File: config.mk
export PLATFORM = sky130hd
export DESIGN_NAME = pah_port_assign
export DESIGN_NICKNAME = d
export VERILOG_FILES = /design/src/rtl/pah_pkg.sv /design/src/rtl/pah_owner_decode.sv /design/src/rtl/pah_port_assign.sv /design/src/rtl/pah_port_route.sv
export SDC_FILE = /design/constraint.sdc
export NUM_CORES = 1
export LEC_CHECK = 0
export BUFFER_PORTS_ARGS = -buffer_cell sky130_fd_sc_hd__buf_2
export CAP_MARGIN = 0
export CORE_MARGIN = 4
export CORE_UTILIZATION = 45
export DETAILED_ROUTE_END_ITERATION = 10
export PLACE_DENSITY = 0.79
export SLEW_MARGIN = 30
export SYNTH_ARGS = -nofsm -noshare
export SYNTH_HDL_FRONTEND = slang
export SYNTH_SLANG_ARGS = --single-unit
export TNS_END_PERCENT = 5
File: constraint.sdc
create_clock -name SYS_CLK_IN -period 2.2 [get_ports SYS_CLK_IN]
set_input_delay 0 -clock SYS_CLK_IN [delete_from_list [all_inputs] [get_ports SYS_CLK_IN]]
set_output_delay 0 -clock SYS_CLK_IN [all_outputs]
set_load 0.02 [all_outputs]
File: src/rtl/pah_pkg.sv
package pah_pkg;

   // ---------------------------------------------------------------
   // Register offsets
   // ---------------------------------------------------------------
   localparam logic [7:0] OFF_SET1_PORTS34_OWNER = 8'hD6;
   localparam logic [7:0] OFF_SET1_RESERVED_C = 8'hD7;
   localparam logic [7:0] OFF_SET1_RESERVED_D = 8'hD8;
   localparam logic [7:0] OFF_SET2_PORTS12_OWNER = 8'hD9;
   localparam logic [7:0] OFF_SET2_PORTS34_OWNER = 8'hDA;
   localparam logic [7:0] OFF_SET2_RESERVED_C = 8'hDB;
   localparam logic [7:0] OFF_SET2_RESERVED_D = 8'hDC;

   // ---------------------------------------------------------------
   // Fields, reset values and owner codes
   // ---------------------------------------------------------------
   localparam int HI_NIB_LSB = 4;
   localparam int LO_NIB_LSB = 0;
   localparam logic [7:0] OWNER_REG_RESET = 8'h00;
   localparam logic [7:0] RESERVED_READ = 8'h00;
   localparam logic [3:0] CODE_UNASSIGNED = 4'h0;
   localparam logic [3:0] CODE_FIRST_HOST = 4'h1;
   localparam logic [3:0] CODE_SECOND_HOST = 4'h2;
   localparam int NUM_PORTS = 4;

   // ---------------------------------------------------------------
   // Types
   // ---------------------------------------------------------------
   typedef enum logic [1:0] {
      OWN_NONE,
      OWN_FIRST_HOST,
      OWN_SECOND_HOST
   } pah_owner_t;

   typedef struct packed {
      logic wr;
      logic rd;
      logic [7:0] addr;
      logic [7:0] wdata;
   } pah_reg_req_t;

endpackage

File: src/rtl/pah_owner_decode.sv
`timescale 1ns/1ns
`default_nettype none
module pah_owner_decode (
   // Owner code
   input wire logic [3:0] code_in,
   // Decoded owner
   output pah_pkg::pah_owner_t owner_out
);
   import pah_pkg::*;

   // ---------------------------------------------------------------
   // Code decode, reserved codes fold onto first host
   // ---------------------------------------------------------------
   wire is_none = (code_in == CODE_UNASSIGNED);
   wire is_second = (code_in == CODE_SECOND_HOST);

   assign owner_out = is_none ? OWN_NONE :
                      is_second ? OWN_SECOND_HOST :
                      OWN_FIRST_HOST;
endmodule
`default_nettype wire

File: src/rtl/pah_port_assign.sv
`timescale 1ns/1ns
`default_nettype none
module pah_port_assign (
   // Clock and reset
   input wire logic SYS_CLK_IN,
   input wire logic RESET_IN,
   // Register access
   input wire pah_pkg::pah_reg_req_t REG_REQ_IN,
   output logic [7:0] REG_RDATA_OUT,
   output logic REG_RVALID_OUT,
   // Set selection and set-1 ports 1 and 2 owner codes
   input wire logic SET_SEL_IN,
   input wire logic [7:0] SET1_PORTS12_OWNER_IN,
   // Port connections
   output logic [3:0] PORT_TO_FIRST_OUT,
   output logic [3:0] PORT_TO_SECOND_OUT
);
   import pah_pkg::*;

   // ---------------------------------------------------------------
   // Set select synchroniser
   // ---------------------------------------------------------------
   logic sel_meta_q;
   logic sel_q;

   always_ff @(posedge SYS_CLK_IN) begin
      if (RESET_IN) begin
         sel_meta_q <= 1'b0;
         sel_q <= 1'b0;
      end else begin
         sel_meta_q <= SET_SEL_IN;
         sel_q <= sel_meta_q;
      end
   end

   // ---------------------------------------------------------------
   // Register decode
   // ---------------------------------------------------------------
   logic [7:0] set1_ports34_owner_q;
   logic [7:0] set2_ports12_owner_q;
   logic [7:0] set2_ports34_owner_q;
   logic [7:0] rdata_d;
   logic [7:0] rdata_q;
   logic rvalid_q;

   wire [7:0] addr = REG_REQ_IN.addr;
   wire hit_s1_p34 = (addr == OFF_SET1_PORTS34_OWNER);
   wire hit_s2_p12 = (addr == OFF_SET2_PORTS12_OWNER);
   wire hit_s2_p34 = (addr == OFF_SET2_PORTS34_OWNER);
   wire hit_rsvd = (addr == OFF_SET1_RESERVED_C) || (addr == OFF_SET1_RESERVED_D) ||
                   (addr == OFF_SET2_RESERVED_C) || (addr == OFF_SET2_RESERVED_D);
   wire wr_s1_p34 = REG_REQ_IN.wr && hit_s1_p34;
   wire wr_s2_p12 = REG_REQ_IN.wr && hit_s2_p12;
   wire wr_s2_p34 = REG_REQ_IN.wr && hit_s2_p34;

   assign rdata_d = hit_s1_p34 ? set1_ports34_owner_q :
                    hit_s2_p12 ? set2_ports12_owner_q :
                    hit_s2_p34 ? set2_ports34_owner_q :
                    hit_rsvd ? RESERVED_READ :
                    8'h00;

   // ---------------------------------------------------------------
   // Owner registers
   // ---------------------------------------------------------------
   always_ff @(posedge SYS_CLK_IN) begin
      if (RESET_IN) begin
         set1_ports34_owner_q <= OWNER_REG_RESET;
         set2_ports12_owner_q <= OWNER_REG_RESET;
         set2_ports34_owner_q <= OWNER_REG_RESET;
      end else begin
         if (wr_s1_p34) begin
            set1_ports34_owner_q <= REG_REQ_IN.wdata;
         end
         if (wr_s2_p12) begin
            set2_ports12_owner_q <= REG_REQ_IN.wdata;
         end
         if (wr_s2_p34) begin
            set2_ports34_owner_q <= REG_REQ_IN.wdata;
         end
      end
   end

   // ---------------------------------------------------------------
   // Read return
   // ---------------------------------------------------------------
   always_ff @(posedge SYS_CLK_IN) begin
      if (RESET_IN) begin
         rdata_q <= 8'h00;
         rvalid_q <= 1'b0;
      end else begin
         rvalid_q <= REG_REQ_IN.rd;
         if (REG_REQ_IN.rd) begin
            rdata_q <= rdata_d;
         end
      end
   end

   assign REG_RDATA_OUT = rdata_q;
   assign REG_RVALID_OUT = rvalid_q;

   // ---------------------------------------------------------------
   // Active set selection
   // ---------------------------------------------------------------
   wire [7:0] act_p12 = sel_q ? set2_ports12_owner_q : SET1_PORTS12_OWNER_IN;
   wire [7:0] act_p34 = sel_q ? set2_ports34_owner_q : set1_ports34_owner_q;
   logic [3:0] port_code [NUM_PORTS];

   assign port_code[0] = act_p12[LO_NIB_LSB +: 4];
   assign port_code[1] = act_p12[HI_NIB_LSB +: 4];
   assign port_code[2] = act_p34[LO_NIB_LSB +: 4];
   assign port_code[3] = act_p34[HI_NIB_LSB +: 4];

   // ---------------------------------------------------------------
   // Per-port decode and routing
   // ---------------------------------------------------------------
   genvar gi;
   generate
      for (gi = 0; gi < NUM_PORTS; gi++) begin : g_port
         pah_owner_t owner;

         pah_owner_decode u_dec (
            .code_in(port_code[gi]),
            .owner_out(owner)
         );

         pah_port_route u_route (
            .clk_in(SYS_CLK_IN),
            .rst_in(RESET_IN),
            .owner_in(owner),
            .to_first_out(PORT_TO_FIRST_OUT[gi]),
            .to_second_out(PORT_TO_SECOND_OUT[gi])
         );
      end
   endgenerate
endmodule
`default_nettype wire

File: src/rtl/pah_port_route.sv
`timescale 1ns/1ns
`default_nettype none
module pah_port_route (
   // Clock and reset
   input wire logic clk_in,
   input wire logic rst_in,
   // Owner of this port
   input wire pah_pkg::pah_owner_t owner_in,
   // Connections
   output logic to_first_out,
   output logic to_second_out
);
   import pah_pkg::*;

   // ---------------------------------------------------------------
   // Connection switches
   // ---------------------------------------------------------------
   wire first_d = (owner_in == OWN_FIRST_HOST);
   wire second_d = (owner_in == OWN_SECOND_HOST);

   always_ff @(posedge clk_in) begin
      if (rst_in) begin
         to_first_out <= 1'b0;
         to_second_out <= 1'b0;
      end else begin
         to_first_out <= first_d;
         to_second_out <= second_d;
      end
   end
endmodule
`default_nettype wire

; ---- Word level (Yosys, flattened, before mapping)
; Index checks and enable logic that the tools add are counted.
[classes]
n_eq_ne = 15
mux = 13
reduce_logical = 7
[op_table]
columns = operator, n
row1 = two-way mux 8 bit, 5
row2 = equality test 8 bit (second input constant), 3
row3 = equality test 4 x 2 -> 1 bit (second input constant), 4
row4 = zero test 4 bit, 4
row5 = two-way mux 2 bit, 8
row6 = equality test 2 x 1 -> 1 bit (second input constant), 4
row7 = equality test 2 bit (second input constant), 4
row8 = logical AND 1 bit, 3
[totals]
reg_bits = 43
input_bits = 29
out_inout_bits = 17
elab_cells = 50

; ---- Depth between registers and ports, before layout
; Gate-level depths: netlist of run 1.
[depth]
depth_word = 5
mapped_depth = 5
depth_no_buf = 3

; ---- Modules after synthesis
; Synthesis of run 1 repeated with hierarchy kept, for this count alone.
[unflattened]
cells_unflattened = 223
area_unflattened_um2 = 2282.2
[by_module_without_submodules]
columns = module, instances, cells_per_inst, area_each_um2, seq_area_each_um2
row1 = pah_port_assign, 1, 199, 2001.9, 700.7
row2 = pah_port_route, 4, 4, 55.1, 40.0
row3 = pah_owner_decode, 4, 2, 15.0, 0.0

; ---- Least setup slack after synthesis of run 1
; OpenSTA, ideal clock, no wires.
[synth_path]
kind = in2reg
from = in REG_REQ_IN[17] in the netlist's numbering
to = reg set2_ports34_owner_q[0]
setup_time_ns = 0.072
arrival_ns = 1.027
required_ns = 2.128
slack_ns = 1.101
stages = 4
n_path_buf = 1
path_cell_list = buf_4 -> inv_2 -> nor4_4 -> mux2i_1
[synth_between]
elab_chain_cells = 1
[synth_rtl]
columns = element, line
row1 = from (decl), pah_port_assign.sv:8  ; input wire pah_pkg::pah_reg_req_t REG_REQ_IN,
row2 = logical AND 1 bit, pah_port_assign.sv:54  ; wire wr_s2_p34 = REG_REQ_IN.wr && hit_s2_p34;
row3 = to (signal assigned), pah_port_assign.sv:78  ; set2_ports34_owner_q <= REG_REQ_IN.wdata;
row4 = to (decl), pah_port_assign.sv:41  ; logic [7:0] set2_ports34_owner_q;
; Every way passes these cells.
; A chain may end at the register's enable or synchronous reset.

; ---- Worst setup path after layout of run 1
[layout_path]
from = reg sel_q
to = reg g_port[1].u_route.to_first_out
[layout_between]
elab_chain_cells = 5
elab_cells_between_ends = 6
cone_classes = eq/ne: 2 / mux: 3 / reduce/logical: 1
[layout_rtl]
columns = element, line
row1 = from (decl), pah_port_assign.sv:24  ; logic sel_q;
row2 = from (signal assigned), pah_port_assign.sv:32  ; sel_q <= sel_meta_q;
row3 = two-way mux 8 bit *, pah_port_assign.sv:104  ; wire [7:0] act_p12 = sel_q ? set2_ports12_owner_q : SET1_PORTS12_OWNER_IN;
row4 = equality test 4 x 2 -> 1 bit, pah_owner_decode.sv:15  ; wire is_second = (code_in == CODE_SECOND_HOST);
row5 = two-way mux 2 bit, pah_owner_decode.sv:18  ; is_second ? OWN_SECOND_HOST :
row6 = two-way mux 2 bit *, pah_owner_decode.sv:17  ; assign owner_out = is_none ? OWN_NONE :
row7 = equality test 2 x 1 -> 1 bit *, pah_port_route.sv:18  ; wire first_d = (owner_in == OWN_FIRST_HOST);
row8 = to (signal assigned), pah_port_route.sv:26  ; to_first_out <= first_d;
row9 = to (decl), pah_port_route.sv:10  ; output logic to_first_out,
; Every way passes the cells marked *; elsewhere a longest branch is shown, timed or not.

==> results.sh, run 1 <==
export IMPL_synthArstFlopShare_pct=0
export IMPL_cp_num_buf_inv=0
export IMPL_nets=285
export IMPL_clk_root_buffer_cell="clkbuf_8"
export IMPL_wl_per_cell_um=15.79
export IMPL_syn_area_per_cell_um2=9.533
export IMPL_clock_sinks=43
export IMPL_viasPerCell=5.790
export IMPL_p_leak_nw=0.9929
export IMPL_cts_buffers=5
export IMPL_finClkSkew_ns=0.005021
export IMPL_cts_buffer_depth=2
export IMPL_maxSlewHeadroom_pct=53.42
export IMPL_syn_cell_area_um2=2126
export IMPL_startpoint_type="flip-flop"
export IMPL_dpl_cell_count=293
export IMPL_htree_levels=2
export IMPL_use_met3_pct=4.918
export IMPL_grt_pass1_vias=1664
export IMPL_hold_viol_final=0
export IMPL_overflow=0
export IMPL_slowest_stage="dfxtp_1"
export IMPL_synth_cell_type_count=27
export IMPL_ys_ff_latch=43
export IMPL_dieWidth_um=76.73
export IMPL_path_clk_slew_ns=0.08
export IMPL_fin_crit_ns=1.236
export IMPL_grt_start_max_net_pins=52
export IMPL_grt_busiest_layer="met2"
export IMPL_min_path_type="input port to flip-flop"
export IMPL_max_freq_mhz=809.4
export IMPL_final_fill_count=398
export IMPL_io_pins=46
export IMPL_cp_cell_sequence="nor4_1, a21oi_1, nor2b_1"
export IMPL_gp_congestion=0.9150
export IMPL_syn_inst=223
export IMPL_mappedNetlistNets=252
export IMPL_dpl_hpwl_um=3596
export IMPL_grt_pass1_wl_um=8073
export IMPL_initial_core_util_pct=47.51
export IMPL_period_share_pct=56.16
export IMPL_maxCapViolations=0
export IMPL_crit_type="flip-flop to flip-flop"
export IMPL_wirelength_um=4879
export IMPL_path_max_fanout=12
export IMPL_rsz0062_at_grt="false"
export IMPL_power_density_nw_per_um2=607.5
export IMPL_grt_use_met1_pct=21.30
export IMPL_p_total_w=0.001499
export IMPL_route_detailed_drc=0
export IMPL_fp_dieH_um=76.73
export IMPL_tightestPinTransition_ns=0.6988
export IMPL_firstDrtPassIters=4
export IMPL_fin_tns_setup_ns=0
export IMPL_n_antenna_cell=0
export IMPL_critPathArrivalTime_ns=1.39
export IMPL_use_met2_pct=26.74
export IMPL_setup_violations=0
export IMPL_pre_cts_slack_ns=0.7223
export IMPL_placementRows=24
export IMPL_slowest_delay_ns=0.47
export IMPL_cts_resized=0
export IMPL_grt_usage_pct=16.84
export IMPL_slew_violations=0
export IMPL_die_area_um2=5887
export IMPL_fp_coreArea_um2=4474
export IMPL_worstSetupEndpointType="flip-flop"
export IMPL_yosysWarningCount=0
export IMPL_ys_seq_area_share_pct=40.49
export IMPL_ir_worst_vdd_v=0.0002620
export IMPL_fin_cells=309
export IMPL_ys_flop_type="dfxtp_1"
export IMPL_routed_via_count=1789
export IMPL_ant_nets=0
export IMPL_synthToLayoutAreaGrowth_pct=16.07
export IMPL_crit_family="simple AND/OR/NAND/NOR gates"
export IMPL_drt_iter0_drc=238
export IMPL_cp_data_required_time_ns=2.36
export IMPL_status="complete, no violations"
export IMPL_synth_enable_flop_cells=0
export IMPL_insertion_delay_ns=0.29
export IMPL_io_buffer_count=45
export IMPL_fin_ws_ns=0.9644
export IMPL_cts_tree="done"
export IMPL_drive_above_1_share_pct=22.96
export IMPL_antenna_found_initial=0
per-layer routing:
| layer | routed length [um] | vias up |
|---|---|---|
| met3 | 406 | 9 |
| met1 | 2096 | 816 |
| met2 | 2278 | 75 |
| met4 | 97 | 0 |
| li1 | - | 889 |
| met5 | 0 | - |
worst register-to-register path, cell delays in order, from the launching register on:
cell,delay (ns)
dfxtp_1,0.47
nor4_1,0.39
a21oi_1,0.09
nor2b_1,0.16
power by group:
group	internal [W]	total, W	switching [W]
registers	0.000793	0.000801	0.00000783
clock network	0.000286	0.000533	0.000247
logic	0.0000701	0.000165	0.0000949
total	0.00115	0.00150	0.000350
synthesized netlist by cell type (6+ instances only):
master / number / area, um^2
dfxtp_1: 43 / 860.8
nand2b_1: 25 / 156.4
mux2i_1: 20 / 200.2
clkbuf_1: 13 / 48.80
a21oi_1: 12 / 60.06
nor4_1: 12 / 75.07
buf_4: 9 / 67.56
nor2b_1: 9 / 56.30
a311oi_1: 8 / 70.07
and3b_1: 8 / 70.07
nand3_1: 8 / 40.04
nand4_1: 8 / 50.05
nor3_1: 8 / 40.04
o211ai_1: 8 / 60.06
o21bai_1: 8 / 60.06
o31ai_1: 8 / 60.06
buf_2: 6 / 30.03
kinds of logic (layout without fill, tap and decap cells):
| family | after synthesis | count (layout) | share of synthesized area [%] |
|---|---|---|---|
| compound gates | 44 | 44 | 14.60 |
| buf+inv | 30 | 64 | 7.239 |
| flops | 43 | 43 | 40.49 |
| mux | 20 | 20 | 9.417 |
| simple gates | 86 | 86 | 28.25 |
worst paths after layout:
kind	start	endpoint	slack [ns]	cells after the start
hold / removal	SET1_PORTS12_OWNER_IN[1]	g_port[0].u_route.to_second_out	0.005	3
setup / recovery	sel_q	g_port[1].u_route.to_first_out	0.96	3
hold reg to reg	sel_meta_q	sel_q	0.44	1
setup reg to reg	sel_q	g_port[1].u_route.to_first_out	0.96	3
metrics by stage:
stage	utilization (%)	area, um^2	hold slack [ns]
after floorplan	-	2126	0.1282
after global placement	51.12	2287	0.2100
after detailed placement	51.12	2287	0.2165
after CTS	55.15	2467	0.004831
after global routing	55.15	2467	0.006802
final	55.15	2467	0.005381
area by class of cell:
class,count,area (um^2),share of cell area [%]
sequential,43,860.8,34.89
clock buffer,8,100.1,4.057
tap,52,65.06,2.637
timing repair buffer,55,320.3,12.98
multi-input combinational,150,1117,45.28
inverter,1,3.754,0.1521
sequential cells by signal (all words and copies together), names as in the netlist:
register                      count
REG_RDATA_OUT                     8
set1_ports34_owner_q              8
set2_ports12_owner_q              8
set2_ports34_owner_q              8
g_port.u_route.to_first_out       4
g_port.u_route.to_second_out      4
REG_RVALID_OUT                    1
sel_meta_q                        1
sel_q                             1
timing repair:
item,CTS,global route
buffers inserted,0,0
hold endpoints to repair,8,0
hold buffers,8,0
cells in the final DEF, fill, tap and decap left out:
cell / instances
a21oi_1: 12
a311oi_1: 8
and3b_1: 8
and4b_1: 1
buf_2: 45
buf_4: 2
clkbuf_1: 1
clkbuf_8: 7
dfxtp_1: 43
dlygate4sd3_1: 8
inv_2: 1
mux2i_1: 20
nand2b_1: 25
nand3_1: 8
nand3b_1: 1
nand4_1: 8
nand4_4: 1
nand4b_4: 1
nand4bb_1: 1
nor2b_1: 9
nor3_1: 8
nor4_1: 12
nor4_4: 1
nor4bb_2: 1
o211ai_1: 8
o21bai_1: 8
o31ai_1: 8
or2b_1: 1
Power figures use the tool's default switching activity.
==> run 2, diff against run 1 <==
- clock period: 2.2 -> 1.23 ns (I/O delays scaled with it)
==> results.sh, run 2 (synthesized netlist as in run 1, its figures left out) <==
export IMPL_status="complete, no violations"
export IMPL_insertion_delay_ns=0.30
export IMPL_power_density_nw_per_um2=1026
export IMPL_final_cell_mix="buf_2 (45), dfxtp_1 (43), nand2b_1 (25)"
export IMPL_finClkSkew_ns=0.005930
export IMPL_io_buffer_count=45
export IMPL_critPathArrivalTime_ns=1.26
export IMPL_fp_dieH_um=76.73
export IMPL_cp_cell_sequence="buf_4, nor4_1, a21oi_1, nor2b_1"
export IMPL_maxSlewHeadroom_pct=62.40
export IMPL_grt_pass1_wl_um=8162
export IMPL_max_freq_mhz=923.0
export IMPL_fin_cells=321
export IMPL_p_leak_nw=1.043
export IMPL_maxCapViolations=0
export IMPL_ir_worst_vdd_v=0.0005004
export IMPL_route_detailed_drc=0
export IMPL_firstDrtPassIters=4
export IMPL_wl_per_cell_um=15.73
export IMPL_n_antenna_cell=0
export IMPL_hold_buffers=9
export IMPL_fin_crit_ns=1.083
export IMPL_setup_violations=0
export IMPL_placementRows=24
export IMPL_worstSetupEndpointType="flip-flop"
export IMPL_slowest_stage="dfxtp_1"
export IMPL_cts_buffers=5
export IMPL_dpl_hpwl_um=3774
export IMPL_slowest_delay_ns=0.33
export IMPL_initial_core_util_pct=47.51
export IMPL_overflow=0
export IMPL_ant_nets=0
export IMPL_cts_setup_buffers=0
export IMPL_grt_usage_pct=17.28
export IMPL_drive_above_1_share_pct=26.39
export IMPL_slew_violations=0
export IMPL_rsz0062_at_grt="false"
export IMPL_clk_root_buffer_cell="clkbuf_8"
export IMPL_intPower_w=0.001960
export IMPL_clock_sinks=43
export IMPL_fin_area_um2=2561
export IMPL_viasPerCell=5.583
export IMPL_dpl_cell_count=304
export IMPL_nets=297
export IMPL_dpl_cell_area_um2=2382
export IMPL_period_share_pct=88.08
export IMPL_grt_start_max_net_pins=43
export IMPL_path_clk_slew_ns=0.08
export IMPL_pwr_share_comb_pct=12.5
export IMPL_wirelength_um=5048
export IMPL_die_area_um2=5887
export IMPL_crit_family="flip-flops"
export IMPL_post_route_util_pct=57.24
export IMPL_synthToLayoutAreaGrowth_pct=20.48
export IMPL_antenna_found_initial=0
export IMPL_io_pins=46
export IMPL_fp_coreArea_um2=4474
export IMPL_crit_type="flip-flop to flip-flop"
export IMPL_routed_via_count=1792
export IMPL_min_path_type="input port to flip-flop"
export IMPL_hold_viol_final=0
export IMPL_path_max_fanout=10
export IMPL_pre_cts_slack_ns=0.05465
export IMPL_grt_pass1_vias=1745
export IMPL_startpoint_type="flip-flop"
export IMPL_cp_num_buf_inv=1
export IMPL_cts_resized=0
export IMPL_pwr_share_clk_pct=33.2
export IMPL_drt_iter0_drc=168
export IMPL_htree_levels=2
export IMPL_fin_ws_ns=0.1466
export IMPL_tightestPinTransition_ns=0.5640
export IMPL_cp_data_required_time_ns=1.40
export IMPL_cts_tree="done"
export IMPL_gp_congestion=0.9036
export IMPL_seq_power_share_pct=54.3
export IMPL_sw_frac_of_total_pct=25.45
export IMPL_p_sw_w=0.0006690
export IMPL_fin_tns_setup_ns=0
export IMPL_cts_buffer_depth=2
export IMPL_dieWidth_um=76.73
export IMPL_layout_cells_most_common="buf_2"
[run 2: changes by cell type in the layout (fill, tap and decap cells not counted)]
cell | before | now
buf_4 | 2 | 12
clkbuf_8 | 7 | 5
clkinvlp_4 | 0 | 2
buf_12 | 0 | 1
clkbuf_1 | 1 | 0
clkinv_2 | 0 | 1
dlygate4sd3_1 | 8 | 9
[run 2: worst paths after layout]
check | cells after the start | to | from | slack, ns
worst max-delay path | 4 | g_port[3].u_route.to_first_out | sel_q | 0.15
worst min-delay path | 3 | g_port[1].u_route.to_second_out | SET1_PORTS12_OWNER_IN[5] | 0.007
worst max register to register | 4 | g_port[3].u_route.to_first_out | sel_q | 0.15
worst min register to register | 1 | sel_q | sel_meta_q | 0.44
[run 2: final cells by class]
cell class,instances,area (um^2)
tap,52,65.06
clock buffer,5,68.82
inverter,1,3.754
timing repair buffer,67,425.4
fill,408,1913
clock inverter,3,20.02
multi-input combinational,150,1117
sequential,43,860.8
[run 2: worst register-to-register path, cell delays in order, from the launching register on]
cell and delay (ns):
dfxtp_1 0.33, buf_4 0.18, nor4_1 0.18, a21oi_1 0.12, nor2b_1 0.15
[run 2: power by group through the flow]
stage	logic [W]	clock network [W]	registers, W
finish	0.000328	0.000873	0.00143
detailed placement	0.000305	0	0.00146
global route	0.000356	0.000957	0.00143
floorplan	0.000176	0	0.00148
global placement	0.000301	0	0.00146
CTS	0.000328	0.000902	0.00143
[run 2: per-stage QoR]
step | hold slack [ns] | total power, W
3_5_place_dp | 0.2205 | 0.001766
4_1_cts | 0.004747 | 0.002658
3_3_place_gp | 0.2106 | 0.001761
5_1_grt | 0.02014 | 0.002745
2_1_floorplan | 0.1282 | 0.001654
6_report | 0.006561 | 0.002629
[run 2: metal layers]
| layer | GRT usage, % | part of all wire, % |
|---|---|---|
| met1 | 21.21 | 43 |
| met3 | 4.801 | 8.2 |
| met5 | 0 | 0 |
| met4 | 7.246 | 2.6 |
| met2 | 28.31 | 46 |
